`config.mk`:
```
export PLATFORM = sky130hd
export DESIGN_NAME = usc_serial_control
export DESIGN_NICKNAME = d
export VERILOG_FILES = /design/src/pkg/usc_pkg.sv /design/src/logic/usc_serial_control.sv
export SDC_FILE = /design/constraint.sdc
export NUM_CORES = 1
export LEC_CHECK = 0
export BUFFER_PORTS_ARGS = -buffer_cell sky130_fd_sc_hd__buf_2
export CAP_MARGIN = 25
export CORE_MARGIN = 2
export CORE_UTILIZATION = 53
export CTS_CLUSTER_DIAMETER = 30
export DETAILED_ROUTE_END_ITERATION = 8
export PLACE_DENSITY = 0.67
export SLEW_MARGIN = 5
export SYNTH_ARGS = -nofsm -noshare
export SYNTH_HDL_FRONTEND = slang
export SYNTH_SLANG_ARGS = --single-unit
```
`constraint.sdc`:
```
create_clock -name core_clk_in -period 3.85 [get_ports core_clk_in]
set_input_delay 0 -clock core_clk_in [delete_from_list [all_inputs] [get_ports core_clk_in]]
set_output_delay 0 -clock core_clk_in [all_outputs]
set_load 0.1 [all_outputs]
```
`src/pkg/usc_pkg.sv`:
```
// Shared constants and types of the serial port control block
package usc_pkg;
  localparam logic [7:0] CTRL_ADDR_U1 = 8'hd8;
  localparam logic [7:0] DATA_ADDR_U1 = 8'hd9;
  localparam logic [7:0] CTRL_ADDR_U0 = 8'h98;
  localparam logic [7:0] DATA_ADDR_U0 = 8'h99;
  localparam logic [7:0] CTRL_RESET = 8'h00;
  localparam logic [7:0] READ_IDLE = 8'h00;
  localparam logic [3:0] M0_LAST = 4'hb;
  localparam logic [3:0] M0_LOW = 4'h6;
  localparam logic [3:0] OS_LAST = 4'hf;
  localparam logic [3:0] OS_MID = 4'h7;
  localparam int MODE2_DIV = 32;
  localparam int OS_RATE = 16;
  localparam logic [3:0] BITS_M0 = 4'h8;
  localparam logic [3:0] BITS_M1 = 4'ha;
  localparam logic [3:0] BITS_M23 = 4'hb;
  localparam int FIFO_DEPTH = 16;
  localparam int RX_WORD_W = 9;
  typedef enum logic [1:0] {
    USC_MODE0 = 2'b00,
    USC_MODE1 = 2'b01,
    USC_MODE2 = 2'b10,
    USC_MODE3 = 2'b11
  } usc_mode_t;
  typedef enum logic {
    USC_TX_IDLE = 1'b0,
    USC_TX_BUSY = 1'b1
  } usc_tx_state_t;
  typedef enum logic [1:0] {
    USC_RX_IDLE = 2'b00,
    USC_RX_SYNC = 2'b01,
    USC_RX_ASYNC = 2'b10
  } usc_rx_state_t;
  typedef struct packed {
    logic mode_select_hi;
    logic mode_select_lo;
    logic multiproc_enable;
    logic rx_enable;
    logic tx_ninth_bit;
    logic rx_ninth_bit;
    logic tx_complete_flag;
    logic rx_complete_flag;
  } usc_ctrl_t;
  typedef struct packed {
    logic [7:0] addr;
    logic wr;
    logic rd;
    logic [7:0] wdata;
  } usc_sfr_req_t;
  typedef struct packed {
    logic ninth;
    logic [7:0] data;
  } usc_rx_word_t;
endpackage
```
`src/logic/usc_serial_control.sv`:
```
// Serial port control, status and frame engine with receive FIFO
`timescale 1ns/10ps
`default_nettype none

// ----------------------------------------
// Receive FIFO
// ----------------------------------------
module usc_fifo #(
  parameter int WIDTH = usc_pkg::RX_WORD_W,
  parameter int DEPTH = usc_pkg::FIFO_DEPTH
) (
  input wire logic clk_in,
  input wire logic rst_in,
  input wire logic in_valid_in,
  output logic in_ready_out,
  input wire logic [WIDTH-1:0] in_data_in,
  output logic out_valid_out,
  input wire logic out_ready_in,
  output logic [WIDTH-1:0] out_data_out
);
  localparam int AW = $clog2(DEPTH);
  localparam int CW = $clog2(DEPTH + 1);
  logic [WIDTH-1:0] mem [DEPTH];
  logic [AW-1:0] wr_ptr;
  logic [AW-1:0] rd_ptr;
  logic [CW-1:0] count;
  logic push;
  logic pop;
  assign in_ready_out = count != CW'(DEPTH);
  assign out_valid_out = count != '0;
  assign out_data_out = mem[rd_ptr];
  assign push = in_valid_in && in_ready_out;
  assign pop = out_valid_out && out_ready_in;
  always_ff @(posedge clk_in)
  begin
    if (push)
    begin
      mem[wr_ptr] <= in_data_in;
    end
  end
  always_ff @(posedge clk_in or posedge rst_in)
  begin
    if (rst_in)
    begin
      wr_ptr <= '0;
      rd_ptr <= '0;
      count <= '0;
    end
    else
    begin
      if (push)
      begin
        wr_ptr <= (wr_ptr == AW'(DEPTH - 1)) ? '0 : wr_ptr + AW'(1);
      end
      if (pop)
      begin
        rd_ptr <= (rd_ptr == AW'(DEPTH - 1)) ? '0 : rd_ptr + AW'(1);
      end
      count <= count + CW'(push) - CW'(pop);
    end
  end
endmodule

// Operation
// - The two-bit mode field, high bit in bit 7, picks mode 0, 1, 2 or 3.
// - In mode 1 with multiprocessor enable set, a frame is flagged only if its stop bit is 1.
// - In modes 2 and 3 with multiprocessor enable set, only frames with ninth bit 1 are flagged.
// - In mode 0 the transmit flag sets at the end of the eighth bit time.
// - In modes 1 to 3 the transmit flag sets as the stop bit starts.
// - The transmit flag is never cleared by hardware, only by a control write.
// - Reset loads the control register with 00h.
// - Modes 2 and 3 send the ninth transmit bit and store the received ninth bit.
// - Mode 1 stores the eight data bits and puts the stop bit into the ninth receive bit.
// - A write to the data buffer starts a transmission in every mode.
// - Mode 0 receives when the receive flag is 0, enabled, the transmitter idle and the FIFO not full; others on a start bit with FIFO room.
module usc_serial_control #(
  parameter logic [7:0] CTRL_ADDR = usc_pkg::CTRL_ADDR_U1,
  parameter logic [7:0] DATA_ADDR = usc_pkg::DATA_ADDR_U1,
  parameter int DEPTH = usc_pkg::FIFO_DEPTH
) (
  // Clock and reset
  input wire logic core_clk_in,
  input wire logic rst_in,
  // Special function register port
  input wire usc_pkg::usc_sfr_req_t sfr_req_in,
  output logic [7:0] sfr_rdata_out,
  // Baud source for modes 1 and 3, sixteen ticks per bit
  input wire logic baud_tick_in,
  // Serial pins
  input wire logic rxd_in,
  output logic rxd_out,
  output logic rxd_oe_out,
  output logic txd_out,
  // Flag levels to the interrupt logic
  output logic tx_irq_out,
  output logic rx_irq_out
);
  import usc_pkg::*;
  localparam logic [3:0] M2_LAST = 4'(MODE2_DIV / OS_RATE - 1);

  function automatic logic [3:0] frame_bits(input usc_mode_t m);
    unique case (m)
      USC_MODE0: frame_bits = BITS_M0;
      USC_MODE1: frame_bits = BITS_M1;
      USC_MODE2, USC_MODE3: frame_bits = BITS_M23;
    endcase
  endfunction

  usc_ctrl_t ctrl;
  usc_mode_t mode;
  usc_tx_state_t tx_state;
  usc_rx_state_t rx_state;
  usc_rx_word_t rx_word;
  usc_rx_word_t fifo_word;
  logic ctrl_wr, ctrl_rd, data_wr, data_rd;
  logic rxd_meta, rxd_s;
  logic [3:0] m0_cnt, m2_cnt;
  logic m0_end, os_tick, m0_restart;
  logic [10:0] tx_sh;
  logic [3:0] tx_left, tx_os;
  logic tx_bit_end, tx_set;
  logic [10:0] rx_sh, rx_full;
  logic [3:0] rx_left, rx_os;
  logic rx_sample, rx_done, rx_accept;
  logic start_sync, start_async;
  logic fifo_in_ready, fifo_out_valid;

  // ----------------------------------------
  // Register decode
  // ----------------------------------------
  assign mode = usc_mode_t'({ctrl.mode_select_hi, ctrl.mode_select_lo});
  assign ctrl_wr = sfr_req_in.wr && sfr_req_in.addr == CTRL_ADDR;
  assign ctrl_rd = sfr_req_in.rd && sfr_req_in.addr == CTRL_ADDR;
  assign data_wr = sfr_req_in.wr && sfr_req_in.addr == DATA_ADDR;
  assign data_rd = sfr_req_in.rd && sfr_req_in.addr == DATA_ADDR;

  // ----------------------------------------
  // Pin sync and bit timing
  // ----------------------------------------
  always_ff @(posedge core_clk_in or posedge rst_in)
  begin
    if (rst_in)
    begin
      rxd_meta <= 1'b1;
      rxd_s <= 1'b1;
    end
    else
    begin
      rxd_meta <= rxd_in;
      rxd_s <= rxd_meta;
    end
  end

  always_ff @(posedge core_clk_in or posedge rst_in)
  begin
    if (rst_in)
    begin
      m0_cnt <= '0;
      m2_cnt <= '0;
    end
    else
    begin
      m0_cnt <= (m0_end || m0_restart) ? '0 : m0_cnt + 4'h1;
      m2_cnt <= (m2_cnt == M2_LAST) ? '0 : m2_cnt + 4'h1;
    end
  end
  assign m0_end = m0_cnt == M0_LAST;
  // Full first bit in mode 0
  assign m0_restart = data_wr || (rx_state == USC_RX_IDLE && start_sync);
  assign os_tick = (mode == USC_MODE2) ? (m2_cnt == M2_LAST) : baud_tick_in;

  // ----------------------------------------
  // Transmitter
  // ----------------------------------------
  assign tx_bit_end = (mode == USC_MODE0) ? m0_end : (os_tick && tx_os == OS_LAST);
  assign tx_set = tx_state == USC_TX_BUSY && tx_bit_end &&
                  tx_left == ((mode == USC_MODE0) ? 4'h1 : 4'h2);

  always_ff @(posedge core_clk_in or posedge rst_in)
  begin
    if (rst_in)
    begin
      tx_state <= USC_TX_IDLE;
      tx_sh <= '1;
      tx_left <= '0;
      tx_os <= '0;
    end
    else if (data_wr)
    begin
      tx_state <= USC_TX_BUSY;
      tx_left <= frame_bits(mode);
      tx_os <= '0;
      if (mode == USC_MODE0)
      begin
        tx_sh <= {3'b111, sfr_req_in.wdata};
      end
      else
      begin
        tx_sh <= {1'b1, (mode == USC_MODE1) | ctrl.tx_ninth_bit, sfr_req_in.wdata, 1'b0};
      end
    end
    else
    begin
      unique case (tx_state)
        USC_TX_IDLE:
        begin
          tx_os <= '0;
        end
        USC_TX_BUSY:
        begin
          if (os_tick)
          begin
            tx_os <= tx_os + 4'h1;
          end
          if (tx_bit_end)
          begin
            tx_sh <= {1'b1, tx_sh[10:1]};
            tx_left <= tx_left - 4'h1;
            if (tx_left == 4'h1)
            begin
              tx_state <= USC_TX_IDLE;
            end
          end
        end
      endcase
    end
  end

  // ----------------------------------------
  // Receiver
  // ----------------------------------------
  assign start_sync = ctrl.rx_enable && mode == USC_MODE0 && !ctrl.rx_complete_flag &&
                      tx_state == USC_TX_IDLE && fifo_in_ready;
  assign start_async = ctrl.rx_enable && mode != USC_MODE0 && !rxd_s && fifo_in_ready;
  assign rx_sample = (rx_state == USC_RX_SYNC) ? m0_end :
                     (rx_state == USC_RX_ASYNC && os_tick && rx_os == OS_MID);
  assign rx_full = {rxd_s, rx_sh[10:1]};
  assign rx_done = rx_sample && rx_left == 4'h1 && ctrl.rx_enable;

  always_comb
  begin
    unique case (mode)
      USC_MODE0: rx_word = {ctrl.rx_ninth_bit, rx_full[10:3]};
      USC_MODE1: rx_word = {rx_full[10], rx_full[9:2]};
      USC_MODE2, USC_MODE3: rx_word = {rx_full[9], rx_full[8:1]};
    endcase
  end
  assign rx_accept = rx_done && (mode == USC_MODE0 || !ctrl.multiproc_enable ||
                     rx_word.ninth);

  always_ff @(posedge core_clk_in or posedge rst_in)
  begin
    if (rst_in)
    begin
      rx_state <= USC_RX_IDLE;
      rx_sh <= '1;
      rx_left <= '0;
      rx_os <= '0;
    end
    else if (!ctrl.rx_enable)
    begin
      rx_state <= USC_RX_IDLE;
    end
    else
    begin
      case (rx_state)
        USC_RX_IDLE:
        begin
          rx_os <= '0;
          if (start_sync)
          begin
            rx_state <= USC_RX_SYNC;
            rx_left <= BITS_M0;
          end
          else if (start_async)
          begin
            rx_state <= USC_RX_ASYNC;
            rx_left <= frame_bits(mode);
          end
        end
        USC_RX_SYNC, USC_RX_ASYNC:
        begin
          if (os_tick)
          begin
            rx_os <= rx_os + 4'h1;
          end
          if (rx_sample)
          begin
            rx_sh <= rx_full;
            rx_left <= rx_left - 4'h1;
            if (rx_left == 4'h1 || (rx_state == USC_RX_ASYNC &&
                rx_left == frame_bits(mode) && rxd_s))
            begin
              rx_state <= USC_RX_IDLE;
            end
          end
        end
        default:
        begin
          rx_state <= USC_RX_IDLE;
        end
      endcase
    end
  end

  usc_fifo #(
    .WIDTH(RX_WORD_W),
    .DEPTH(DEPTH)
  ) u_rx_fifo (
    .clk_in(core_clk_in),
    .rst_in(rst_in),
    .in_valid_in(rx_accept),
    .in_ready_out(fifo_in_ready),
    .in_data_in(rx_word),
    .out_valid_out(fifo_out_valid),
    .out_ready_in(data_rd),
    .out_data_out(fifo_word)
  );

  // ----------------------------------------
  // Control register
  // ----------------------------------------
  always_ff @(posedge core_clk_in or posedge rst_in)
  begin
    if (rst_in)
    begin
      ctrl <= usc_ctrl_t'(CTRL_RESET);
    end
    else
    begin
      if (ctrl_wr)
      begin
        ctrl <= usc_ctrl_t'(sfr_req_in.wdata);
      end
      if (rx_accept)
      begin
        ctrl.rx_ninth_bit <= rx_word.ninth;
        ctrl.rx_complete_flag <= 1'b1;
      end
      if (tx_set)
      begin
        ctrl.tx_complete_flag <= 1'b1;
      end
    end
  end

  // ----------------------------------------
  // Registered outputs
  // ----------------------------------------
  always_ff @(posedge core_clk_in or posedge rst_in)
  begin
    if (rst_in)
    begin
      sfr_rdata_out <= READ_IDLE;
      txd_out <= 1'b1;
      rxd_out <= 1'b1;
      rxd_oe_out <= 1'b0;
      tx_irq_out <= 1'b0;
      rx_irq_out <= 1'b0;
    end
    else
    begin
      if (data_rd && fifo_out_valid)
      begin
        sfr_rdata_out <= fifo_word.data;
      end
      else if (ctrl_rd)
      begin
        sfr_rdata_out <= ctrl;
      end
      else
      begin
        sfr_rdata_out <= READ_IDLE;
      end
      if (mode == USC_MODE0 && (tx_state == USC_TX_BUSY || rx_state == USC_RX_SYNC))
      begin
        txd_out <= m0_cnt >= M0_LOW;
      end
      else
      begin
        txd_out <= (tx_state == USC_TX_BUSY) ? tx_sh[0] : 1'b1;
      end
      rxd_out <= tx_sh[0];
      rxd_oe_out <= tx_state == USC_TX_BUSY && mode == USC_MODE0;
      tx_irq_out <= ctrl.tx_complete_flag;
      rx_irq_out <= ctrl.rx_complete_flag;
    end
  end
endmodule

`default_nettype wire

```
# ---- Yosys cells after proc, flatten, opt, wreduce, memory -nomap -nowiden
# Memories as Yosys holds them, arrays and structs flattened.
# Cells that the tools add are included.
dict set report word_totals {
  reg_bits 85
  ram_bits 144
  in_bits 22
  out_inout_bits 13
  mem_count 1
}
dict set report op_classes {
  add_sub_neg 10
  magnitude_cmp 1
  eq_ne 25
  n_mux 49
  n_bitwise 2
  reduce_logical 51
}
# name depth width rd rd_clocked_by_memory_dff wr line
set mem_list {}
lappend mem_list {u_rx_fifo.mem 16 9 1 0 1 usc_serial_control.sv:23} ;# logic [WIDTH-1:0] mem [DEPTH];
# cell count
set op_table {}
lappend op_table {{4-bit 2-to-1 mux} 16}
lappend op_table {{11-bit 2-to-1 mux} 3}
lappend op_table {{9-bit case mux with 3 select lines} 1}
lappend op_table {{1-bit logical AND} 26}
lappend op_table {{4-bit by 1-bit adder with 4-bit output, second input constant} 6}
lappend op_table {{4-bit case mux with 2 select lines} 3}
lappend op_table {{4-bit equality test, second input constant} 4}
lappend op_table {{8-bit equality test, second input constant} 2}
lappend op_table {{8-bit 2-to-1 mux} 2}
lappend op_table {{1-bit 2-to-1 mux} 14}
lappend op_table {{4-bit by 1-bit equality test with 1-bit output, second input constant} 3}
lappend op_table {{2-bit 2-to-1 mux} 6}
lappend op_table {{4-bit case mux with 3 select lines} 1}
lappend op_table {{2-bit nonzero test} 6}
lappend op_table {{10-bit 2-to-1 mux} 1}
lappend op_table {{3-bit inequality test, second input constant} 3}
lappend op_table {{3-bit AND reduction} 3}
lappend op_table {{4-bit by 1-bit subtractor with 4-bit output, second input constant} 2}
lappend op_table {{2-bit equality test, second input constant} 3}
lappend op_table {{1-bit logical OR} 6}
lappend op_table {{5-bit by 1-bit adder with 5-bit output} 1}
lappend op_table {{5-bit inequality test, second input constant} 1}
lappend op_table {{5-bit nonzero test} 1}
lappend op_table {{5-bit by 1-bit subtractor with 5-bit output} 1}
lappend op_table {{other kinds (17)} 23}

# ---- Longest topological paths before layout
dict set report logic_depth {
  depth_word 16
  depth_mapped 16
}

# ---- By module
# From an unflattened synthesis, not the netlist that was laid out.
dict set report unflattened {
  hier_cells 715
  area_unflattened_um2 10169.8
}
# mod instances cells_per_inst area_per_inst_um2 seq_area_each_um2
set modules_own_cells {}
lappend modules_own_cells {usc_fifo 1 356 6466.2 4649.5}
lappend modules_own_cells {usc_serial_control 1 359 3703.6 1755.4}

# ---- Worst setup path after synthesis
# No wires, ideal clock.
dict set report synth_timing {
  path_kind {reg2reg}
  startpoint {reg m2_cnt[1]}
  endpoint {reg u_rx_fifo.count[4]}
  setup_ns 0.125
  arrival_ns 2.646
  setup_slack_ns 1.079
  stages_incl_launch_ff 15
  n_path_buf 2
  synth_period_minus_slack_ns 2.771
  cell_sequence {dfrtp_1 > nor4b_4 > mux2i_2 > o41ai_4 > and2_0 > buf_4 > buf_6 > ha_1 > inv_1 > fa_1 > inv_1 > a21oi_1 > nor2_1 > nor2_1 > xnor2_1}
}
dict set report synth_between {
  elab_chain_cells 11
}
# item line
set synth_lines {}
lappend synth_lines {{start, declared} usc_serial_control.sv:117} ;# logic [3:0] m0_cnt, m2_cnt;
lappend synth_lines {{start signal, assigned} usc_serial_control.sv:164} ;# m2_cnt <= (m2_cnt == M2_LAST) ? '0 : m2_cnt + 4'h1;
lappend synth_lines {{4-bit by 1-bit equality test with 1-bit output} usc_serial_control.sv:170} ;# assign os_tick = (mode == USC_MODE2) ? (m2_cnt == M2_LAST) : baud_tick_in;
lappend synth_lines {{1-bit 2-to-1 mux} usc_serial_control.sv:170}
lappend synth_lines {{1-bit logical AND (2 in a row)} usc_serial_control.sv:236} ;# (rx_state == USC_RX_ASYNC && os_tick && rx_os == OS_MID);
lappend synth_lines {{1-bit 2-to-1 mux} usc_serial_control.sv:235} ;# assign rx_sample = (rx_state == USC_RX_SYNC) ? m0_end :
lappend synth_lines {{1-bit logical AND (2 in a row)} usc_serial_control.sv:238} ;# assign rx_done = rx_sample && rx_left == 4'h1 && ctrl.rx_enable;
lappend synth_lines {{1-bit logical AND} usc_serial_control.sv:248} ;# assign rx_accept = rx_done && (mode == USC_MODE0 || !ctrl.multiproc_enable ||
lappend synth_lines {{1-bit logical AND} usc_serial_control.sv:32} ;# assign push = in_valid_in && in_ready_out;
lappend synth_lines {{named net u_rx_fifo.push} usc_serial_control.sv:27} ;# logic push;
lappend synth_lines {{5-bit by 1-bit adder with 5-bit output} usc_serial_control.sv:59} ;# count <= count + CW'(push) - CW'(pop);
lappend synth_lines {{5-bit by 1-bit subtractor with 5-bit output} usc_serial_control.sv:59}
lappend synth_lines {{end signal, assigned} usc_serial_control.sv:59}
lappend synth_lines {{end, declared} usc_serial_control.sv:26} ;# logic [CW-1:0] count;
# The timed path passes the listed nets, and every way through them passes these cells.
# A chain may end at the register's enable or synchronous reset.

# ---- Worst setup path after layout
dict set report layout_timing {
  startpoint {reg m2_cnt[1]}
  endpoint {reg u_rx_fifo.count[4]}
}
dict set report layout_between {
  elab_chain_cells 11
}
# item line
set layout_lines {}
lappend layout_lines {{4-bit by 1-bit equality test with 1-bit output} usc_serial_control.sv:170}
lappend layout_lines {{1-bit 2-to-1 mux} usc_serial_control.sv:170}
lappend layout_lines {{1-bit logical AND (2 in a row)} usc_serial_control.sv:236}
lappend layout_lines {{1-bit 2-to-1 mux} usc_serial_control.sv:235}
lappend layout_lines {{1-bit logical AND (2 in a row)} usc_serial_control.sv:238}
lappend layout_lines {{1-bit logical AND} usc_serial_control.sv:248}
lappend layout_lines {{1-bit logical AND} usc_serial_control.sv:32}
lappend layout_lines {{5-bit by 1-bit adder with 5-bit output} usc_serial_control.sv:59}
lappend layout_lines {{5-bit by 1-bit subtractor with 5-bit output} usc_serial_control.sv:59}
# Every way passes these cells.

==> impl_metrics.csv <==
group,metric,value,unit
worst_setup_path,critPathSlowestCell,"o41ai_4",
final_layout,fill_cells,1226,
die,core_area,17300,µm²
placement,io_buffers,34,
run,maxCapViolations,0,
power_and_ir_drop,irDropWorstVdd,0.0004978,V
synthesis,synth_area,9397,µm²
clocking,clk_pin_slew_worst_paths,0.04,ns
placement,place_congestion,0.8064,
die,dieHeight,137.2,µm
timing,final.period_utilization,0.7802,
synthesis,synth_top_area_share,0.4091,
clocking,hold_buffers,17,
clocking,cts_max_path_buffers,3,
clocking,cts_sinks,210,
power_and_ir_drop,p_int,5485,µW
clocking,cts_resized,0,
global_routing,track_usage,0.2245,
timing,rsz0062_at_grt,"false",
clocking,cts_tree,"yes",
timing,setup_viol,0,
power_and_ir_drop,p_sw_frac,0.2329,
synthesis,seq_area_frac_synth,0.6305,
timing,period_minus_slack,3.004,ns
clocking,tritoncts.num_buffers,43,
timing,hold_viol,0,
power_and_ir_drop,power.leakage,0.004783,µW
placement,place_area,9842,µm²
final_layout,final_area,11540,µm²
final_layout,multiInputGateArea,3216,µm²
synthesis,syn_nets,692,
worst_setup_path,end_kind,"flop",
synthesis,yosysTopAreaCell,"edfxtp_1",
drt,routed_wl,20.29,mm
worst_setup_path,worstPathArrival,3.39,ns
synthesis,synthFlopType,"edfxtp_1",
synthesis,syn_inst,647,
drt,ant_nets,0,
final_layout,syn2layout_area_growth,22.78,%
synthesis,synth-edff-count,128,
final_layout,final_layout_size_suffix_gt1_frac,0.2693,
synthesis,async_flop_share,0.3905,
drt,vias,5876,
final_layout,nets,777,
clocking,cts_setup_buffers,0,
timing,worst_pin_slew,0.9012,ns
global_routing,antenna_found_initial,0,
worst_setup_path,path_class,"flop to flop",
status,status,"complete, no violations",
die,num_rows,48,
clocking,h-tree-depth,2,
synthesis,yosysWarnings,0,
global_routing,grt_start_max_net_pins,59,
worst_setup_path,worst_ep_required_time,4.23,ns
global_routing,grt_overflow,0,
synthesis,syn_area_per_cell,14.52,µm²
die,die_x,137.2,µm
final_layout,regArea,5926,µm²
die,start_util,0.5433,
global_routing,grt_pass1_vias,5829,
worst_setup_path,max_stage_delay,0.50,ns
synthesis,synth_area_leaders,"edfxtp_1, dfrtp_1, mux4_2",
timing,clock_skew,0.02518,ns
power_and_ir_drop,p_switching,1665,µW
die,fp.dieArea,18810,µm²
drt,wl_per_cell,20.49,µm
drt,drt_first_iter_violations,559,
global_routing,grt_pass1_wl,31.73,mm
placement,dp_hpwl,12.57,mm
power_and_ir_drop,p_comb_frac,0.093,
synthesis,synth_seq_cells,210,
clocking,cts_root_buffer,"clkbuf_16",
worst_setup_path,worst_setup_path_start_kind,"flop",
timing,relSlewSlack,0.3992,
final_layout,num_antenna_cells,0,
drt,remaining_drc_errors,0,
clocking,clk_latency,0.51,ns
drt,vias_per_cell,5.935,
worst_setup_path,path_cells,"nor4b_4 -> mux2i_2 -> o41ai_4 -> and2_0 -> buf_4 -> ha_1 -> inv_1 -> fa_1 -> inv_1 -> a21oi_1 -> nor2_1 -> nor2_1 -> xnor2_1",
timing,max_freq,0.3329,GHz
synthesis,synth.distinct_cells,63,
die,design.portCount,35,
power_and_ir_drop,seq_power_share,0.378,
power_and_ir_drop,power.density,619.7,nW/µm²
drt,dr.pass1.iters,5,
timing,slew_viol_final,0,
worst_setup_path,worst-path-max-fanout,17,
power_and_ir_drop,clockPowerShare,0.529,
hold_path,hp-class,"primary input to flop",
timing,setup-tns-final,0,ns
==> metal layers <==
layer  vias up  track usage  wire length [µm]
met2       192       0.3419              9606
met4         0      0.08018               512
li1       2672            -                 -
met5         -            0                 0
met3        52      0.04074              1056
met1      2960       0.3270              9109
==> cell type report <==
cell class	count	area share
Sequential cell	210	0.5136
Multi-Input combinational cell	377	0.2787
Clock buffer	53	0.09825
Timing Repair Buffer	72	0.04468
Clock inverter	25	0.03112
Tap cell	225	0.02440
Inverter	28	0.009218
==> metrics by stage <==
stage	power [µW]	hold WS (ns)	cells	setup WS, ns	util
final	7150	0.02544	990	0.8462	0.6670
after global routing	7409	0.02999	990	0.6301	0.6670
after CTS	7196	0.01402	988	0.8491	0.6651
after detailed placement	3369	0.1072	893	0.8576	0.5690
after global placement	3333	0.1085	893	0.9217	0.5690
after floorplan	3213	0.004478	647	1.079	-
==> placed cells by master, fill, tap and decap left out, types with 10 or more instances in the layout <==
cell / n
edfxtp_1: 128
dfrtp_1: 58
clkbuf_16: 43
buf_2: 34
nand2_1: 33
mux2i_1: 33
o21ai_0: 32
mux4_2: 32
inv_1: 27
a21oi_1: 23
dfstp_2: 23
nor2_1: 22
ha_1: 22
mux2_2: 19
buf_4: 19
dlygate4sd3_1: 17
and3_1: 16
a31oi_1: 15
nor2b_1: 13
nor3_1: 12
a22o_1: 11
a211oi_1: 10
==> sequential cells by signal, summed over array words and instances (netlist names), 2 cells and up <==
register,cells
u_rx_fifo.mem,128
tx_sh,10
rx_sh,9
ctrl,8
sfr_rdata_out,8
u_rx_fifo.count,5
m0_cnt,4
m2_cnt,4
rx_left,4
rx_os,4
tx_left,4
tx_os,4
u_rx_fifo.rd_ptr,4
u_rx_fifo.wr_ptr,4
rx_state,2
==> power by group through the flow <==
stage               logic [µW]  registers, µW  clock network (µW)
floorplan                  429           2780                   0
global placement           612           2720                   0
detailed placement         639           2730                   0
CTS                        665           2700                3830
global route               730           2720                3960
finish                     665           2700                3790
==> kinds of logic after synthesis <==
family	after synthesis	synth area share
compound gates	116	0.07963
xor+xnor	12	0.01119
fa+ha+maj	23	0.03142
buf+inv	60	0.02730
flops	210	0.6305
mux	85	0.1361
simple gates	141	0.08389
==> Yosys cell counts, types with 11 or more instances <==
library cell,number
edfxtp_1,128
dfrtp_1,59
mux2i_1,33
nand2_1,33
mux4_2,32
o21ai_0,32
inv_1,28
a21oi_1,23
dfstp_2,23
ha_1,22
nor2_1,22
mux2_2,19
and3_1,16
a31oi_1,15
clkbuf_1,13
nor2b_1,13
nor3_1,12
a22o_1,11
==> worst paths after layout <==
| path | start | to | slack (ns) | cells after the start |
|---|---|---|---|---|
| hold reg to reg | rxd_meta | rxd_s | 0.36 | 0 |
| min in group asynchronous | rst_in | rxd_s | 0.20 | 3 |
| max in group asynchronous | rst_in | tx_sh[3] | 2.96 | 5 |
| setup reg to reg | m2_cnt[1] | u_rx_fifo.count[4] | 0.85 | 13 |
| hold / removal | sfr_req_in[10] | ctrl[2] | 0.03 | 4 |
| setup / recovery | m2_cnt[1] | u_rx_fifo.count[4] | 0.85 | 13 |
==> critical path, delay by kind of cell, from the launching register on <==
kind,cells,cell delay (ns)
AND/OR/NAND/NOR,4,0.66
adder cells (fa/ha/maj),2,0.58
AO/OA/AOI/OAI,2,0.56
flip-flops,1,0.43
buffers and inverters,3,0.32
multiplexers,1,0.21
XOR/XNOR,1,0.11
No activity file was read; power rests on OpenSTA's default activity.
